### src/inc/pcsc_consts.svh
// Purpose: Constants for the PLL clock select control block
// Assumes: AXI4-Lite word registers, 20 MHz aclk
// Notes:   BADDR constants are byte addresses; OFF and IDX constants are word indices
`ifndef PCSC_CONSTS_SVH
`define PCSC_CONSTS_SVH
`define PCSC_ADDR_W          8
`define PCSC_OFF_CTRL        8'h2e
`define PCSC_IDX_CTRL        8'h2e
`define PCSC_BADDR_CTRL      8'hb8
`define PCSC_BADDR_SYNTH     8'hbc
`define PCSC_BADDR_STATUS    8'hc0
`define PCSC_BADDR_MODE      8'hc4
`define PCSC_BIT_PWR         7
`define PCSC_BIT_BSEL        6
`define PCSC_BIT_SELFBW      5
`define PCSC_BIT_WIDEBW      4
`define PCSC_BIT_OSCT        3
`define PCSC_BIT_MSEL        2
`define PCSC_BIT_T16         1
`define PCSC_BIT_WEN         0
`define PCSC_CTRL_RST        7'h2a
`define PCSC_TAP_RST         2'h0
`define PCSC_MODN_RST        6'h0b
`define PCSC_IDLE_TAP        2'h0
`define PCSC_IDLE_MODN       6'h00
`define PCSC_SWITCH_CYC      3'h4
`define PCSC_EDIV_LAST       2'h3
`endif

### src/inc/pcsc_pkg.sv
// Purpose: Types for the PLL clock select control block
// Assumes: Constants live in pcsc_consts.svh
// Notes:   Types only
package pcsc_pkg;
  typedef enum logic [1:0] {
    PCSC_MODE_SINGLE,
    PCSC_MODE_EXPANDED,
    PCSC_MODE_BOOT,
    PCSC_MODE_TEST
  } pcsc_mode_e;
  typedef enum logic [1:0] {
    PCSC_SW_IDLE,
    PCSC_SW_DROP,
    PCSC_SW_RAISE
  } pcsc_sw_e;
endpackage : pcsc_pkg

### src/logic/pcsc_sync2.sv
// Purpose: Two-stage level synchroniser
// Assumes: Single aclk domain
// Notes:   First stage feeds only the second
`timescale 1ns/1ps
module pcsc_sync2 (
  input  wire logic aclk,
  input  wire logic aresetn,
  input  wire logic d,
  output logic      q
);
  logic meta_r;
  logic meta_nxt;
  logic q_nxt;
  always_comb begin
    meta_nxt = d;
    q_nxt    = meta_r;
  end
  always_ff @(posedge aclk) begin
    if (!aresetn) begin
      meta_r <= 1'b0;
      q      <= 1'b0;
    end else begin
      meta_r <= meta_nxt;
      q      <= q_nxt;
    end
  end
endmodule : pcsc_sync2

### src/logic/pcsc_ediv.sv
// Purpose: Divide-by-four bus phase enable generator
// Assumes: run drops during STOP
// Notes:   phase high in data half, low in internal half
`timescale 1ns/1ps
`include "pcsc_consts.svh"
module pcsc_ediv (
  input  wire logic aclk,
  input  wire logic aresetn,
  input  wire logic tick,
  input  wire logic run,
  output logic      phase,
  output logic      cyc_pulse
);
  logic [1:0] cnt_r;
  logic [1:0] cnt_nxt;
  logic       ph_nxt;
  logic       pulse_nxt;
  always_comb begin
    cnt_nxt   = cnt_r;
    ph_nxt    = phase;
    pulse_nxt = 1'b0;
    if (run && tick) begin
      cnt_nxt   = cnt_r + 2'h1;
      ph_nxt    = cnt_nxt[1];
      pulse_nxt = (cnt_r == `PCSC_EDIV_LAST);
    end
  end
  always_ff @(posedge aclk) begin
    if (!aresetn) begin
      cnt_r     <= 2'h0;
      phase     <= 1'b0;
      cyc_pulse <= 1'b0;
    end else begin
      cnt_r     <= cnt_nxt;
      phase     <= ph_nxt;
      cyc_pulse <= pulse_nxt;
    end
  end
endmodule : pcsc_ediv

### src/logic/pcsc_top.sv
// Purpose: PLL clock source select and control register block
// Assumes: Source ticks are enable pulses on aclk; AXI4-Lite slave
// Notes:   Analog loop is outside; this block steers its controls
// Operation
// RULE1 - Without PLL source, bus phase runs at reference rate divided by four
// RULE2 - Bus phase low in internal half, high in data half
// RULE3 - STOP halts every clock including bus phase output
// RULE4 - After reset all clocks come from crystal reference
// RULE5 - Pin enable drives quad clock or reference onto pin, chosen by select
// RULE6 - Bit 6 routes oscillator to quad clock when one; reset clears
// RULE7 - Source switch completes within 1.5 reference plus 1.5 oscillator cycles
// RULE8 - Select set ignored while power off; power clear ignored while selected
// RULE9 - Reset loads power bit from the PLL supply pin level
// RULE10 - Self bandwidth bit 5 set by reset; wide bit acts only when clear
// RULE11 - Wide bit turns high bandwidth driver on; low driver always on (code: low driver follows the oscillator test bit)
// RULE12 - Oscillator test set by reset, writable only in boot and test
// RULE13 - Module select feeds serial and timer chain from quad clock or reference
// RULE14 - Timer clock enable gates 16-bit timer clock; resets to one
// RULE15 - With module select clear, modules use reference with synchronised access
// RULE16 - Low power WAIT clears select, idles PLL modulus one, sets wide bit
// RULE17 - Interrupt, reset or enabled receiver activity restores programmed frequency
// RULE18 - Software waits settling time after wake before setting select
// RULE19 - Frequency change follows select off, power off, rewrite, power on, wait
// RULE20 - Software enables PLL in wide bandwidth, narrows after settling
// RULE21 - Feedback multiplier is two times (Y plus 1) times two to X
// RULE22 - Multiplier register readable always, writable only with power off
// RULE23 - Reset clears binary taps and loads modulo field with 001011
// RULE24 - Source multiplexer switches glitch-free through per-source synchronisation
//
// The implementer's own choice: the AXI4-Lite register port.
`timescale 1ns/1ps
`include "pcsc_consts.svh"
module pcsc_top
  import pcsc_pkg::*;
(
  input  wire logic        aclk,
  input  wire logic        aresetn,
  input  wire logic [7:0]  s_axi_awaddr,
  input  wire logic        s_axi_awvalid,
  output logic             s_axi_awready,
  input  wire logic [31:0] s_axi_wdata,
  input  wire logic [3:0]  s_axi_wstrb,
  input  wire logic        s_axi_wvalid,
  output logic             s_axi_wready,
  output logic [1:0]       s_axi_bresp,
  output logic             s_axi_bvalid,
  input  wire logic        s_axi_bready,
  input  wire logic [7:0]  s_axi_araddr,
  input  wire logic        s_axi_arvalid,
  output logic             s_axi_arready,
  output logic [31:0]      s_axi_rdata,
  output logic [1:0]       s_axi_rresp,
  output logic             s_axi_rvalid,
  input  wire logic        s_axi_rready,
  input  wire logic        crystal_tick,
  input  wire logic        osc_tick,
  input  wire logic        pll_supply_pin,
  input  wire logic        quad_pin_output_enable,
  input  wire logic        quad_pin_source_select,
  input  wire logic        stop_mode,
  input  wire logic        wait_exec,
  input  wire logic        irq_any,
  input  wire logic [1:0]  receiver_active_flag,
  input  wire logic [1:0]  receiver_enable_bit,
  input  wire logic [1:0]  op_mode,
  output logic             quad_rate_tick,
  output logic             quad_clock_pin,
  output logic             module_clock_tick,
  output logic             timer16_tick,
  output logic             bus_phase,
  output logic             bus_cycle_pulse,
  output logic             module_access_sync,
  output logic             pll_power_on,
  output logic             pll_hi_bw_driver,
  output logic             pll_lo_bw_enable,
  output logic [1:0]       pll_tap_scale,
  output logic [5:0]       pll_mod_count,
  output logic             pll_idle
);
  // Control register fields
  logic       pwr_r, bsel_r, selfbw_r, widebw_r, osct_r, msel_r, t16_r, wen_r;
  logic       pwr_nxt, bsel_nxt, selfbw_nxt, widebw_nxt, osct_nxt, msel_nxt;
  logic       t16_nxt, wen_nxt;
  logic [1:0] tap_r, tap_nxt;
  logic [5:0] modn_r, modn_nxt;
  logic       idle_r, idle_nxt;
  logic       first_r, first_nxt;
  // Bus slave state
  logic        aw_hold_r, aw_hold_nxt, w_hold_r, w_hold_nxt;
  logic [7:0]  aw_addr_r, aw_addr_nxt;
  logic [31:0] w_data_r, w_data_nxt;
  logic        w_lane0_r, w_lane0_nxt;
  logic        bvalid_nxt, rvalid_nxt;
  logic [1:0]  bresp_nxt, rresp_nxt;
  logic [31:0] rdata_nxt;
  // Source switch state
  pcsc_sw_e    sw_r, sw_nxt;
  logic        src_osc_r, src_osc_nxt;
  logic        gate_r, gate_nxt;
  logic        bsel_sync;
  logic        do_wr;
  logic [7:0]  wd;
  logic        phase_w, cyc_w;
  logic        q_tick_nxt, qpin_nxt, m_tick_nxt, t_tick_nxt;
  logic        wake;
  pcsc_mode_e  mode;

  assign mode = pcsc_mode_e'(op_mode);
  assign do_wr = aw_hold_r && w_hold_r && !s_axi_bvalid;
  assign wd    = w_data_r[7:0];
  // An interrupt wakes alone; receiver activity wakes only when that receiver is enabled
  assign wake  = irq_any || |(receiver_active_flag & receiver_enable_bit); // [RULE17]

  // Select reaches the switch through a synchroniser so a change never lands mid-pulse
  pcsc_sync2 u_bsel_sync (
    .aclk    (aclk),
    .aresetn (aresetn),
    .d       (bsel_r),
    .q       (bsel_sync)
  );

  always_comb begin
    aw_hold_nxt = aw_hold_r;
    w_hold_nxt  = w_hold_r;
    aw_addr_nxt = aw_addr_r;
    w_data_nxt  = w_data_r;
    w_lane0_nxt = w_lane0_r;
    bvalid_nxt  = s_axi_bvalid;
    bresp_nxt   = s_axi_bresp;
    rvalid_nxt  = s_axi_rvalid;
    rresp_nxt   = s_axi_rresp;
    rdata_nxt   = s_axi_rdata;
    if (s_axi_awvalid && s_axi_awready) begin
      aw_hold_nxt = 1'b1;
      aw_addr_nxt = s_axi_awaddr;
    end
    if (s_axi_wvalid && s_axi_wready) begin
      w_hold_nxt  = 1'b1;
      w_data_nxt  = s_axi_wdata;
      w_lane0_nxt = s_axi_wstrb[0];
    end
    if (do_wr) begin
      aw_hold_nxt = 1'b0;
      w_hold_nxt  = 1'b0;
      bvalid_nxt  = 1'b1;
      bresp_nxt   = 2'h0;
      if (aw_addr_r[7:2] != `PCSC_BADDR_CTRL >> 2 && aw_addr_r[7:2] != `PCSC_BADDR_SYNTH >> 2
          && aw_addr_r[7:2] != `PCSC_BADDR_STATUS >> 2
          && aw_addr_r[7:2] != `PCSC_BADDR_MODE >> 2) begin
        bresp_nxt = 2'h2;
      end
    end else if (s_axi_bvalid && s_axi_bready) begin
      bvalid_nxt = 1'b0;
    end
    if (s_axi_arvalid && s_axi_arready) begin
      rvalid_nxt = 1'b1;
      rresp_nxt  = 2'h0;
      rdata_nxt  = 32'h0000_0000;
      if (s_axi_araddr[7:2] == `PCSC_BADDR_CTRL >> 2) begin
        rdata_nxt[7:0] = {pwr_r, bsel_r, selfbw_r, widebw_r, osct_r, msel_r, t16_r, wen_r};
      end else if (s_axi_araddr[7:2] == `PCSC_BADDR_SYNTH >> 2) begin
        rdata_nxt[7:0] = {tap_r, modn_r}; // [RULE22]
      end else if (s_axi_araddr[7:2] == `PCSC_BADDR_STATUS >> 2) begin
        rdata_nxt[3:0] = {idle_r, src_osc_r, gate_r, bus_phase};
      end else if (s_axi_araddr[7:2] == `PCSC_BADDR_MODE >> 2) begin
        rdata_nxt[1:0] = op_mode;
      end else begin
        rresp_nxt = 2'h2;
      end
    end else if (s_axi_rvalid && s_axi_rready) begin
      rvalid_nxt = 1'b0;
    end
  end

  always_comb begin
    pwr_nxt    = pwr_r;
    bsel_nxt   = bsel_r;
    selfbw_nxt = selfbw_r;
    widebw_nxt = widebw_r;
    osct_nxt   = osct_r;
    msel_nxt   = msel_r;
    t16_nxt    = t16_r;
    wen_nxt    = wen_r;
    tap_nxt    = tap_r;
    modn_nxt   = modn_r;
    idle_nxt   = idle_r;
    first_nxt  = 1'b0;
    // Supply strap is sampled on the first cycle after reset release
    if (first_r) begin
      pwr_nxt = pll_supply_pin; // [RULE9]
    end
    if (do_wr && w_lane0_r && aw_addr_r == `PCSC_BADDR_CTRL) begin
      if (!(wd[`PCSC_BIT_BSEL] && !pwr_r)) begin
        bsel_nxt = wd[`PCSC_BIT_BSEL]; // [RULE8]
      end
      if (!(!wd[`PCSC_BIT_PWR] && bsel_r)) begin
        pwr_nxt = wd[`PCSC_BIT_PWR]; // [RULE8]
      end
      selfbw_nxt = wd[`PCSC_BIT_SELFBW];
      widebw_nxt = wd[`PCSC_BIT_WIDEBW];
      if (mode == PCSC_MODE_BOOT || mode == PCSC_MODE_TEST) begin
        osct_nxt = wd[`PCSC_BIT_OSCT]; // [RULE12]
      end
      msel_nxt = wd[`PCSC_BIT_MSEL];
      t16_nxt  = wd[`PCSC_BIT_T16];
      wen_nxt  = wd[`PCSC_BIT_WEN];
    end
    if (do_wr && w_lane0_r && aw_addr_r == `PCSC_BADDR_SYNTH && !pwr_r) begin
      tap_nxt  = wd[7:6]; // [RULE22]
      modn_nxt = wd[5:0];
    end
    // User modes keep the test bit set
    if (mode == PCSC_MODE_SINGLE || mode == PCSC_MODE_EXPANDED) begin
      osct_nxt = 1'b1; // [RULE12]
    end
    if (wait_exec && wen_r) begin
      bsel_nxt   = 1'b0; // [RULE16]
      widebw_nxt = 1'b1;
      idle_nxt   = 1'b1;
    end else if (idle_r && wake) begin
      idle_nxt = 1'b0; // [RULE17]
    end
  end

  // Break-before-make switch: drop the gate, move the source, raise the gate
  always_comb begin
    sw_nxt      = sw_r;
    src_osc_nxt = src_osc_r;
    gate_nxt    = gate_r;
    case (sw_r)
      PCSC_SW_IDLE: begin
        if (bsel_sync != src_osc_r) begin
          sw_nxt = PCSC_SW_DROP; // [RULE24]
        end
      end
      PCSC_SW_DROP: begin
        if (src_osc_r ? osc_tick : crystal_tick) begin
          gate_nxt    = 1'b0;
          src_osc_nxt = bsel_sync; // [RULE6]
          sw_nxt      = PCSC_SW_RAISE;
        end
      end
      PCSC_SW_RAISE: begin
        if (src_osc_r ? osc_tick : crystal_tick) begin
          gate_nxt = 1'b1; // [RULE7]
          sw_nxt   = PCSC_SW_IDLE;
        end
      end
      default: sw_nxt = PCSC_SW_IDLE;
    endcase
  end

  always_comb begin
    // STOP freezes every derived clock
    q_tick_nxt = !stop_mode && gate_r && (src_osc_r ? osc_tick : crystal_tick); // [RULE3]
    m_tick_nxt = !stop_mode && (msel_r ? q_tick_nxt : crystal_tick); // [RULE13]
    t_tick_nxt = m_tick_nxt && t16_r; // [RULE14]
    qpin_nxt   = quad_pin_output_enable && !stop_mode
                 && (quad_pin_source_select ? crystal_tick : q_tick_nxt); // [RULE5]
  end

  pcsc_ediv u_ediv (
    .aclk      (aclk),
    .aresetn   (aresetn),
    .tick      (q_tick_nxt),
    .run       (!stop_mode), // [RULE3]
    .phase     (phase_w), // [RULE1] [RULE2]
    .cyc_pulse (cyc_w)
  );

  always_ff @(posedge aclk) begin
    if (!aresetn) begin
      s_axi_awready <= 1'b0;
      s_axi_wready  <= 1'b0;
      s_axi_arready <= 1'b0;
    end else begin
      s_axi_awready <= !aw_hold_nxt && !(s_axi_awvalid && s_axi_awready);
      s_axi_wready  <= !w_hold_nxt && !(s_axi_wvalid && s_axi_wready);
      s_axi_arready <= !rvalid_nxt && !(s_axi_arvalid && s_axi_arready);
    end
  end

  always_ff @(posedge aclk) begin
    if (!aresetn) begin
      aw_hold_r    <= 1'b0;
      w_hold_r     <= 1'b0;
      aw_addr_r    <= 8'h00;
      w_data_r     <= 32'h0000_0000;
      w_lane0_r    <= 1'b0;
      s_axi_bvalid <= 1'b0;
      s_axi_bresp  <= 2'h0;
      s_axi_rvalid <= 1'b0;
      s_axi_rresp  <= 2'h0;
      s_axi_rdata  <= 32'h0000_0000;
    end else begin
      aw_hold_r    <= aw_hold_nxt;
      w_hold_r     <= w_hold_nxt;
      aw_addr_r    <= aw_addr_nxt;
      w_data_r     <= w_data_nxt;
      w_lane0_r    <= w_lane0_nxt;
      s_axi_bvalid <= bvalid_nxt;
      s_axi_bresp  <= bresp_nxt;
      s_axi_rvalid <= rvalid_nxt;
      s_axi_rresp  <= rresp_nxt;
      s_axi_rdata  <= rdata_nxt;
    end
  end

  always_ff @(posedge aclk) begin
    if (!aresetn) begin
      // Reset pattern x010 1010 with power taken from the strap next cycle
      pwr_r     <= 1'b0;
      bsel_r    <= 1'(`PCSC_CTRL_RST >> `PCSC_BIT_BSEL); // [RULE4] [RULE6]
      selfbw_r  <= 1'b1; // [RULE10]
      widebw_r  <= 1'b0; // [RULE11]
      osct_r    <= 1'b1; // [RULE12]
      msel_r    <= 1'b0; // [RULE13]
      t16_r     <= 1'b1; // [RULE14]
      wen_r     <= 1'b0;
      tap_r     <= `PCSC_TAP_RST; // [RULE23]
      modn_r    <= `PCSC_MODN_RST; // [RULE23]
      idle_r    <= 1'b0; // [RULE17]
      first_r   <= 1'b1;
      sw_r      <= PCSC_SW_IDLE;
      src_osc_r <= 1'b0; // [RULE4]
      gate_r    <= 1'b1;
    end else begin
      pwr_r     <= pwr_nxt;
      bsel_r    <= bsel_nxt;
      selfbw_r  <= selfbw_nxt;
      widebw_r  <= widebw_nxt;
      osct_r    <= osct_nxt;
      msel_r    <= msel_nxt;
      t16_r     <= t16_nxt;
      wen_r     <= wen_nxt;
      tap_r     <= tap_nxt;
      modn_r    <= modn_nxt;
      idle_r    <= idle_nxt;
      first_r   <= first_nxt;
      sw_r      <= sw_nxt;
      src_osc_r <= src_osc_nxt;
      gate_r    <= gate_nxt;
    end
  end

  always_ff @(posedge aclk) begin
    if (!aresetn) begin
      quad_rate_tick     <= 1'b0;
      quad_clock_pin     <= 1'b0;
      module_clock_tick  <= 1'b0;
      timer16_tick       <= 1'b0;
      bus_phase          <= 1'b0;
      bus_cycle_pulse    <= 1'b0;
      module_access_sync <= 1'b1;
      pll_power_on       <= 1'b0;
      pll_hi_bw_driver   <= 1'b0;
      pll_lo_bw_enable   <= 1'b1;
      pll_tap_scale      <= `PCSC_TAP_RST;
      pll_mod_count      <= `PCSC_MODN_RST;
      pll_idle           <= 1'b0;
    end else begin
      quad_rate_tick     <= q_tick_nxt;
      quad_clock_pin     <= qpin_nxt;
      module_clock_tick  <= m_tick_nxt;
      timer16_tick       <= t_tick_nxt;
      bus_phase          <= phase_w;
      bus_cycle_pulse    <= cyc_w;
      module_access_sync <= !msel_r; // [RULE15]
      pll_power_on       <= pwr_r;
      // Self bandwidth hands the filter to the analog loop; wide bit then has no say
      pll_hi_bw_driver   <= !selfbw_r && widebw_r; // [RULE10] [RULE11]
      pll_lo_bw_enable   <= osct_r; // [RULE12]
      // Idle forces modulus one; the multiplier is 2*(Y+1)*2^X in the loop
      pll_tap_scale      <= idle_r ? `PCSC_IDLE_TAP : tap_r; // [RULE16] [RULE21]
      pll_mod_count      <= idle_r ? `PCSC_IDLE_MODN : modn_r; // [RULE21]
      pll_idle           <= idle_r;
    end
  end
endmodule : pcsc_top

### config.mk
export PLATFORM = sky130hd
export DESIGN_NAME = pcsc_top
export DESIGN_NICKNAME = d
export VERILOG_FILES = /design/src/inc/pcsc_pkg.sv /design/src/logic/pcsc_sync2.sv /design/src/logic/pcsc_ediv.sv /design/src/logic/pcsc_top.sv
export VERILOG_INCLUDE_DIRS = /design/src /design/src/inc
export SDC_FILE = /design/constraint.sdc
export NUM_CORES = 1
export LEC_CHECK = 0
export BUFFER_PORTS_ARGS = -buffer_cell sky130_fd_sc_hd__buf_2
export CAP_MARGIN = 40
export CORE_MARGIN = 8
export CORE_UTILIZATION = 25
export DETAILED_ROUTE_END_ITERATION = 10
export GPL_ROUTABILITY_DRIVEN = 0
export PLACE_DENSITY = 0.57
export SLEW_MARGIN = 10
export SYNTH_ARGS = -nofsm -noshare
export SYNTH_HDL_FRONTEND = slang
export SYNTH_HIERARCHICAL = 1
export SYNTH_SLANG_ARGS = --single-unit
### constraint.sdc
create_clock -name aclk -period 3.6 [get_ports aclk]
set_input_delay 0.18 -clock aclk [delete_from_list [all_inputs] [get_ports aclk]]
set_output_delay 0.18 -clock aclk [all_outputs]
set_load 0.005 [all_outputs]
# Word-level counts from Yosys, hierarchy flattened
# Cells that the tools add are included.
# Widths: inputs -> output; s select.
# totals
reg_bits,83
latch_bits,0
mem_bits_rw,0
mem_bits_ro,0
in_bits,73
out_inout_bits,60
wordCells,169
n_memories,0
# op_classes
n_addsub,1
multipliers,0
div,0
n_lt_le_gt_ge,0
eq_ne,20
shift,0
muxes,38
n_bitwise,3
n_reduce_logical,60
# op_table
operator,count
$logic_and 1x1->1,29
$eq 6x6->1 const B,4
$ne 6x6->1 const B,4
$mux 2,11
$mux 1,21
$eq 8x8->1 const B,2
$logic_not 1->1,12
$mux 4,3
$eq 2x2->1 const B,4
$mux 8,1
$reduce_and 2->1,4
$reduce_bool 2->1,4
$reduce_or 2->1,4
$ne 2x2->1 const B,3
$pmux 2 s3,1
$reduce_and 3->1,2
$eq 2x1->1 const B,2
$logic_not 2->1,2
$logic_or 1x1->1,3
$add 2x1->2 const B,1
$and 2x2->2,1
$not 1->1,2
$pmux 1 s2,1
$ne 1x1->1,1

# Depth between registers and ports, before layout
# Gate-level depths: netlist (run 1).
# depth
word_depth,6
ltp_mapped,5
ltp_nobuf,4

# Cells and area by module
# Netlist (run 1), hierarchy kept.
# by_module_without_submodules
mod,instances,cells_per_inst,area_per_inst_um2
pcsc_top,1,323,3017.9
pcsc_ediv,1,12,120.1
pcsc_sync2,1,4,52.6

# Worst setup path before layout (run 1)
# Ideal clock, no wire load.
# synth_path
path_kind,register -> register
start,register aw_addr_r[6]
end,register osct_r
setup_time_ns,0.132
arrival_time_ns,1.199
required_ns,3.468
path_slack_ns,2.269
path_stages_with_launch,6
path_buffers,1
period_less_slack_ns,1.331
cell_sequence,dfxtp_1 > and4b_1 > and4b_4 > buf_12 > mux2i_1 > nand3_1
# synth_via
elab_chain_len,3
# synth_rtl
item,line,source
from (decl),pcsc_top.sv:90,"logic [7:0] aw_addr_r, aw_addr_nxt;"
from (signal assigned),pcsc_top.sv:298,aw_addr_r <= aw_addr_nxt;
$eq 8x8->1 (no source line),-,
$logic_and 1x1->1 (no source line),-,
$reduce_and 2->1 (no source line),-,
to (signal assigned),pcsc_top.sv:332,osct_r <= osct_nxt;
to (decl),pcsc_top.sv:81,"logic pwr_r, bsel_r, selfbw_r, widebw_r, osct_r, msel_r, t16_r, wen_r;"
# Every way passes these cells.
# A chain may end at the register's enable or synchronous reset.

# Final worst setup path (run 1)
# layout_path
start,input port aresetn
end,register pll_mod_count[2]
# layout_via
elab_chain_len,2
# layout_rtl
item,line,source
from (decl),pcsc_top.sv:37,"input wire logic aresetn,"
$not 1->1 (no source line),-,
$reduce_or 2->1 (no source line),-,
to (signal assigned),pcsc_top.sv:359,pll_mod_count <= `PCSC_MODN_RST;
to (signal assigned),pcsc_top.sv:375,pll_mod_count <= idle_r ? `PCSC_IDLE_MODN : modn_r;
to (decl),pcsc_top.sv:77,"output logic [5:0] pll_mod_count,"
# Every way passes these cells.

==> qor.txt, run 1 <==
Status = finished clean
Final Slew Violations = 0
M2 GR Usage = 16.44%
Mapped Cells = 339
Storage element area = 0.001602 mm²
Req. time, crit path = 3.88 ns
Setup CP Type = primary input to flip-flop
Maximum capacitance violations = 0
GR peak layer = met2
Rows = 41
DRT iter0 DRCs = 77
Critical path endpoint = pll_mod_count[2]$_SDFF_PP0_
Routed wire length = 8.019 mm
TritonCTS clock tree = yes
Largest net degree at the start of global routing = 41
Share of layout cells above drive strength 1 = 25.95%
Synth unique cells = 49
R2R cell count = 4
Critical path capture point type = flip-flop
Multi-input combinational cell area = 0.001405 mm²
Cts repair resizes = 0
Seq/Total Area, Yosys = 50.20%
Syn-to-layout area delta = 22.98%
Post-synthesis mux area share = 7.765%
Final worst path period share = 42.15%
Core ar. = 0.01252 mm²
Port Buffers = 77
ANT cells = 0
Total power = 0.001910 W
Global-route usage over all layers = 9.736%
Die X = 129.0 µm
Clock skew = 0.009222 ns
Crit-path max FO = 40
M3 GR Usage = 3.641%
Crit path from = aresetn
Synth Area in Compound Gates = 10.59%
Initial antenna violation count = 0
Flop-to-flop setup slack = 2.10 ns
Total CTS buffers = 9
YS warnings = 6
Arrival time worst endpoint = 1.79 ns
Initial Util = 25.49%
Post-CTS setup repair buffer count = 0
DR pass1 iterations = 5
Remaining DRCs = 0
Xor/xnor share of the synthesized area = 0.2745%
Layout filler cell count = 1378
Final design utilization = 31.35%
Vias = 2453
GR Layer Usage met1 = 10.84%
P_leak = 1.723 nW
First-pass GRT wire length = 12.46 mm
Synth Flop Type = dfxtp_1
Pwr Density = 486.7 mW/mm²
Final ANT Viol Nets = 0
Setup TNS = 0 ns
Simple-gate share of the synthesized area = 21.96%
DIE HEIGHT = 129.0 µm
Cts hold-fix bufs = 0
Worst-path clk slew = 0.06 ns
CTS Sinks = 80
Skew-Pair Late Insertion Delay = 0.33 ns
Final hold vios = 0
Async SR Flop Fraction = 0%
Final-stage net count = 489
Number of synthesized flops with an enable pin = 0
Vias in the first global route = 2512
Min Tclk post-route = 1.517 ns
Peak supply drop = 0.2142 mV
Htree depth = 3
Root Driver = clkbuf_16
Fmax = 0.6591 GHz
Syn avg cell area = 9.412 µm²
Synthesized-area fraction occupied by adder cells = 0.3922%
Worst min-delay path class = primary input to flip-flop
WL per Instance = 13.55 µm
DP HPWL = 6.065 mm
Critical R2R Launch = aw_addr_r[6]$_SDFFE_PN0P_
CP Launch Type = primary input
Via density per instance = 4.144
I/O pin count = 133
R2R Path End = modn_r[1]$_SDFFE_PN1P_
Worst slew pin tran = 0.5957 ns
Die ar. = 0.01663 mm²
Remaining Overflow, GRT = 0
Max transition margin = 60.29%
Unrepaired setup endpoints after global routing = false
Synth Register Bits = 80
Largest family of logic cells by synthesized area = simple AND/OR/NAND/NOR gates
Longest Clk Path Bufs = 2
# setup viols final = 0
Area of the mapped netlist = 0.003191 mm²
==> worst max-delay path, cell delays in order <==
cell and delay [ns]:
buf_2 0.47, clkinv_1 0.31, buf_4 0.35, nor2_1 0.29
and2_1 0.17
==> metrics by stage <==
step	hold WS, ns	instance area [µm²]	worst slack [ns]	cells
floorplan	0.2518	3284	2.269	364
global placement	0.3756	3633	1.689	576
detailed placement	0.3807	3633	1.703	576
CTS	0.02367	3924	2.051	592
global route	0.05163	3924	1.898	592
finish	0.04014	3924	2.083	592
==> layout make-up <==
| cell class | count | share of cell area [%] |
|---|---|---|
| well taps | 172 | 5.485 |
| multi-input cells | 241 | 35.81 |
| inverters | 5 | 0.4783 |
| repair buffers | 78 | 10.01 |
| flip-flops and latches | 80 | 40.82 |
| clock inverters | 6 | 1.307 |
| clock buffers | 10 | 6.091 |
==> flip-flops by register name (all words and copies together), names as in the netlist, 2 cells and up <==
| register | cells |
|---|---|
| aw_addr_r | 8 |
| s_axi_rdata | 8 |
| w_data_r | 8 |
| modn_r | 6 |
| pll_mod_count | 6 |
| pll_tap_scale | 2 |
| sw_r | 2 |
| tap_r | 2 |
==> synthesized netlist by cell type, types with 2 or more instances <==
library cell   n  share of area (%)
a211oi_1       2               0.47
a211oi_2       2               0.78
a21oi_1       29                4.5
a221oi_1       6                1.6
and2_1        16                3.1
and3_1         2               0.39
buf_2          2               0.31
buf_4         26                6.1
clkbuf_1       9                1.1
dfxtp_1       80                 50
inv_1          4               0.47
mux2_2         2               0.71
mux2i_1       21                6.6
nand2_1       52                6.1
nand2b_1       5               0.98
nand3_1        2               0.31
nand3b_1       2               0.47
nand4_1        2               0.39
nor2_1        24                2.8
nor2b_1        4               0.78
nor3_1         3               0.47
nor3_2         2               0.63
nor4_1         4               0.78
o21ai_0       12                1.9
or3_1          2               0.39
==> power by group <==
group	internal, W	switching (W)	total, W
clock	0.000494	0.000371	0.000865
combinational	0.0000491	0.0000724	0.000122
sequential	0.000908	0.0000146	0.000923
total	0.00145	0.000458	0.00191
==> logic make-up (layout without fill, tap and decap cells) <==
logic type,Yosys count,count (layout)
XOR/XNOR,1,1
other,1,26
flip-flops,80,80
AND/OR/NAND/NOR,133,133
adder cells (fa/ha/maj),1,1
buffers and inverters,43,99
multiplexers,24,24
AO/OA/AOI/OAI,56,56
==> worst min-delay path by stage <==
stage,from,endpoint,slack [ns],cells past startpoint
global placement,op_mode[1],osct_r$_SDFFE_PP1P_,0.38,2
finish,op_mode[1],osct_r$_SDFFE_PP1P_,0.04,2
detailed placement,op_mode[1],osct_r$_SDFFE_PP1P_,0.38,2
global route,op_mode[1],osct_r$_SDFFE_PP1P_,0.05,2
floorplan,op_mode[1],osct_r$_SDFFE_PP1P_,0.25,1
CTS,op_mode[1],osct_r$_SDFFE_PP1P_,0.02,2
==> routing by layer <==
layer / share of wire [%] / vias up
met3: 6.0 / 6
met5: 0 / -
met1: 43 / 1115
met4: 1.1 / 0
met2: 49 / 69
li1: - / 1263
==> placed cells by master, fill, tap and decap left out, drive strengths merged, types with 2 or more instances in the layout <==
cell      count
clkbuf       10
nand2        52
inv           6
nor3b         2
mux2          3
a221oi        6
and2         17
nand4         3
clkinvlp      3
nand3b        2
o21ai        12
buf          78
a211oi        4
nor4          4
nor2         25
nor2b         4
and4b         2
a21oi        29
conb         26
nand3         2
and3          3
mux2i        21
or3           2
clkinv        2
nand2b        5
dfxtp        80
nor4b         2
nor3          5
Note: power is estimated with default switching activity, not from simulation.
==> run 2, diff against run 1 <==
Settings changed: ABC_AREA from default to 1, PLACE_DENSITY 0.57 to 0.58.
Clock period 3.6 ns to 1.35 ns, I/O delays scaled along.
==> run 2 against run 1 <==
Effect of this change:
- critical path depth is 2 higher
- utilization up 2.4 points
- synthesized cell count rose by 38%
==> qor.txt, run 2 <==
Vias = 3074 (was 2453)
Port Buffers = 77 (unchanged)
Req. time, crit path = 1.58 ns (was 3.88 ns)
Rows = 42 (was 41)
Hold Crit Start = s_axi_wdata[1] (was op_mode[1])
Peak supply drop = 0.6491 mV (was 0.2142 mV)
Largest net degree at the start of global routing = 56 (was 41)
R2R Path End = msel_r$_SDFFE_PN0P_ (was modn_r[1]$_SDFFE_PN1P_)
First-pass GRT wire length = 15.13 mm (was 12.46 mm)
Critical R2R Launch = s_axi_bvalid$_SDFFE_PN0P_ (was aw_addr_r[6]$_SDFFE_PN0P_)
Worst min-delay path class = primary input to flip-flop (unchanged)
P_leak = 2.249 nW (was 1.723 nW)
# setup viols final = 0 (unchanged)
Initial antenna violation count = 0 (unchanged)
Remaining DRCs = 0 (unchanged)
Flop-to-flop setup slack = 0.15 ns (was 2.10 ns)
Fmax = 0.8305 GHz
Status = finished clean (unchanged)
Fin Hold WS = 0.01299 ns (was 0.04014 ns)
TritonCTS clock tree = yes (unchanged)
Global-route usage over all layers = 10.76% (was 9.736%)
Arrival time worst endpoint = 1.43 ns (was 1.79 ns)
Area leader, netlist = dfxtp_1 (unchanged)
I/O pin count = 133 (unchanged)
Mapped Cells = 469 (was 339)
Skew-Pair Late Insertion Delay = 0.33 ns (about the same)
Top cells by area, synth = dfxtp_1 (47%), nand2_1 (10%), nor2_1 (8.9%) (was dfxtp_1 (50%), mux2i_1 (6.6%), buf_4 (6.1%))
YS warnings = 6 (unchanged)
Setup CP Type = flip-flop to flip-flop (was primary input to flip-flop)
Critical path capture point type = flip-flop (unchanged)
Routed wire length = 8.953 mm (was 8.019 mm)
ANT cells = 0 (unchanged)
R2R cell count = 7 (was 4)
Syn-to-layout area delta = 32.00% (was 22.98%)
Die ar. = 0.01752 mm² (was 0.01663 mm²)
Vias in the first global route = 3136 (was 2512)
Core ar. = 0.01324 mm² (was 0.01252 mm²)
WL per Instance = 11.83 µm (was 13.55 µm)
Final Slew Violations = 0 (unchanged)
CTS Sinks = 80 (unchanged)
CP Launch Type = flip-flop (was primary input)
Crit-path max FO = 8 (was 40)
Hold Path Stages = 3 (was 2)
Final-stage net count = 651 (was 489)
Longest Clk Path Bufs = 2 (unchanged)
Unrepaired setup endpoints after global routing = true (was false)
Seq/Total Area, Yosys = 47.30% (was 50.20%)
DRT iter0 DRCs = 133 (was 77)
Htree depth = 3 (unchanged)
Remaining Overflow, GRT = 0 (unchanged)
Area of the mapped netlist = 0.003386 mm² (was 0.003191 mm²)
DP HPWL = 7.013 mm (was 6.065 mm)
Hold Path Sink = w_data_r[1]$_SDFFE_PN0P_ (was osct_r$_SDFFE_PP1P_)
DR pass1 iterations = 4 (was 5)
Storage element area = 0.001602 mm² (unchanged)
Yosys top cell area share = 47.30% (was 50.20%)
Die X = 132.4 µm (was 129.0 µm)
DP Area = 0.004025 mm² (was 0.003633 mm²)
Synth top cells by count = nand2_1 (92), dfxtp_1 (80), nor2_1 (80), inv_1 (56), nand3_1 (40) (was dfxtp_1 (80), nand2_1 (52), a21oi_1 (29), buf_4 (26), nor2_1 (24))
Regs by FF count = aw_addr_r: 8 flops, s_axi_rdata: 8 flops, w_data_r: 8 flops (unchanged)
Min Tclk post-route = 1.204 ns
Async SR Flop Fraction = 0% (unchanged)
Share of layout cells above drive strength 1 = 22.38% (was 25.95%)
Final hold vios = 0 (unchanged)
Most instantiated library cell after synthesis = nand2_1 (was dfxtp_1)
Final ANT Viol Nets = 0 (unchanged)
Synth Register Bits = 80 (unchanged)
Clock skew = 0.004241 ns (was 0.009222 ns)
Commonest non-fill, non-tap cell in the layout = nand2_1 (was dfxtp_1)
DIE HEIGHT = 132.4 µm (was 129.0 µm)
Final worst path period share = 89.19%
Syn avg cell area = 7.219 µm² (was 9.412 µm²)
Initial Util = 25.57% (was 25.49%)
Number of synthesized flops with an enable pin = 0 (unchanged)
Total CTS buffers = 9 (unchanged)
Finished Cell Area = 0.004469 mm² (was 0.003924 mm²)
Via density per instance = 4.061 (was 4.144)
Most frequent cells in the layout = nand2_1 (92), dfxtp_1 (80), nor2_1 (78), buf_2 (77), inv_1 (56) (was dfxtp_1 (80), buf_2 (77), nand2_1 (52), a21oi_1 (29), conb_1 (26))
Maximum capacitance violations = 0 (unchanged)
Synth unique cells = 26 (was 49)
Multi-input combinational cell area = 0.001433 mm² (was 0.001405 mm²)
Synth Flop Type = dfxtp_1 (unchanged)
Pwr Density = 1257 mW/mm² (was 486.7 mW/mm²)
Worst-path clk slew = 0.06 ns (about the same)
Root Driver = clkbuf_16 (unchanged)
Layout filler cell count = 1473 (was 1378)
run 2: cell types whose count changed after synthesis, moves of 4 or more:
cell and change:
and2_1 -16, nand2b_1 -5, mux2i_1 -21, nand2_1 +40, inv_1 +52, nor4_1 -4
o21ai_0 +17, nor2_2 +5, nor2b_1 -4, a21oi_1 -5, a221oi_1 -6, nor2_1 +56
nand3_1 +38
run 2: worst max path at each step:
stage	endpoint	slack, ns	depth (start not counted)	from
floorplan	bsel_r$_SDFFE_PP0P_	0.17	6	s_axi_bvalid$_SDFFE_PN0P_
global placement	modn_r[3]$_SDFFE_PN1P_	0.07	7	w_hold_r$_SDFF_PN0_
detailed placement	modn_r[0]$_SDFFE_PN1P_	0.07	7	w_hold_r$_SDFF_PN0_
CTS	modn_r[1]$_SDFFE_PN1P_	0.07	7	w_hold_r$_SDFF_PN0_
global route	wen_r$_SDFFE_PN0P_	-0.01	7	aw_addr_r[3]$_SDFFE_PN0P_
finish	msel_r$_SDFFE_PN0P_	0.15	7	s_axi_bvalid$_SDFFE_PN0P_
run 2: kinds of logic after synthesis:
family,count (synthesis),share of synthesized area [%]
and+or+nand+nor,233,29.71
buffers and inverters,96,13.60
other,1,0.1108
xor gates and xnor gates,1,0.2587
AOI/OAI and AO/OA,57,8.647
DFF,80,47.30
adders and majority gates,1,0.3695
run 2: critical path: stages (launching register included):
cell     delay, ns
dfxtp_1       0.32
inv_1         0.07
nand3_1       0.09
nor2_1        0.13
buf_4         0.14
nand2_2       0.12
o21ai_0       0.18
nor2_1        0.05
run 2: metal layers:
layer  vias to the layer above  track usage (%)  wire length [µm]
met5                         -                0                 0
met4                         0            2.650                87
met3                         7            4.954               575
met2                        83            17.66              4194
met1                      1357            12.43              4095
li1                       1627                -                 -
run 2: area by class of cell:
cell class | instances | area share, %
flip-flops and latches | 80 | 35.83
multi-input cells | 318 | 32.05
repair buffers | 108 | 14.95
clock buffers | 12 | 5.739
inverters | 60 | 5.039
well taps | 176 | 4.927
clock inverters | 3 | 1.456
run 2: stage by stage:
stage | power (W) | util [%] | setup WS (ns) | instances | setup TNS, ns
after global routing | 0.005921 | 33.75 | -0.009954 | 757 | -0.01127
after floorplan | 0.002855 | - | 0.1720 | 494 | 0
after detailed placement | 0.003030 | 30.39 | 0.07366 | 731 | 0
after global placement | 0.003026 | 30.39 | 0.07020 | 731 | 0
final | 0.005618 | 33.75 | 0.1459 | 757 | 0
after CTS | 0.005719 | 33.58 | 0.06701 | 756 | 0
run 2: timing repair:
| action | CTS | global route |
|---|---|---|
| setup endpoints to repair | 0 | 11 |
| hold endpoints to repair | 9 | 0 |
| hold buffers | 10 | 0 |
| setup buffers | 0 | 1 |
| gates resized for setup | 0 | 5 |
run 2: power by group:
group | switching, W | internal, W
Combinational | 0.000290 | 0.000212
Clock | 0.000913 | 0.00171
Sequential | 0.0000456 | 0.00245
Total | 0.00125 | 0.00437
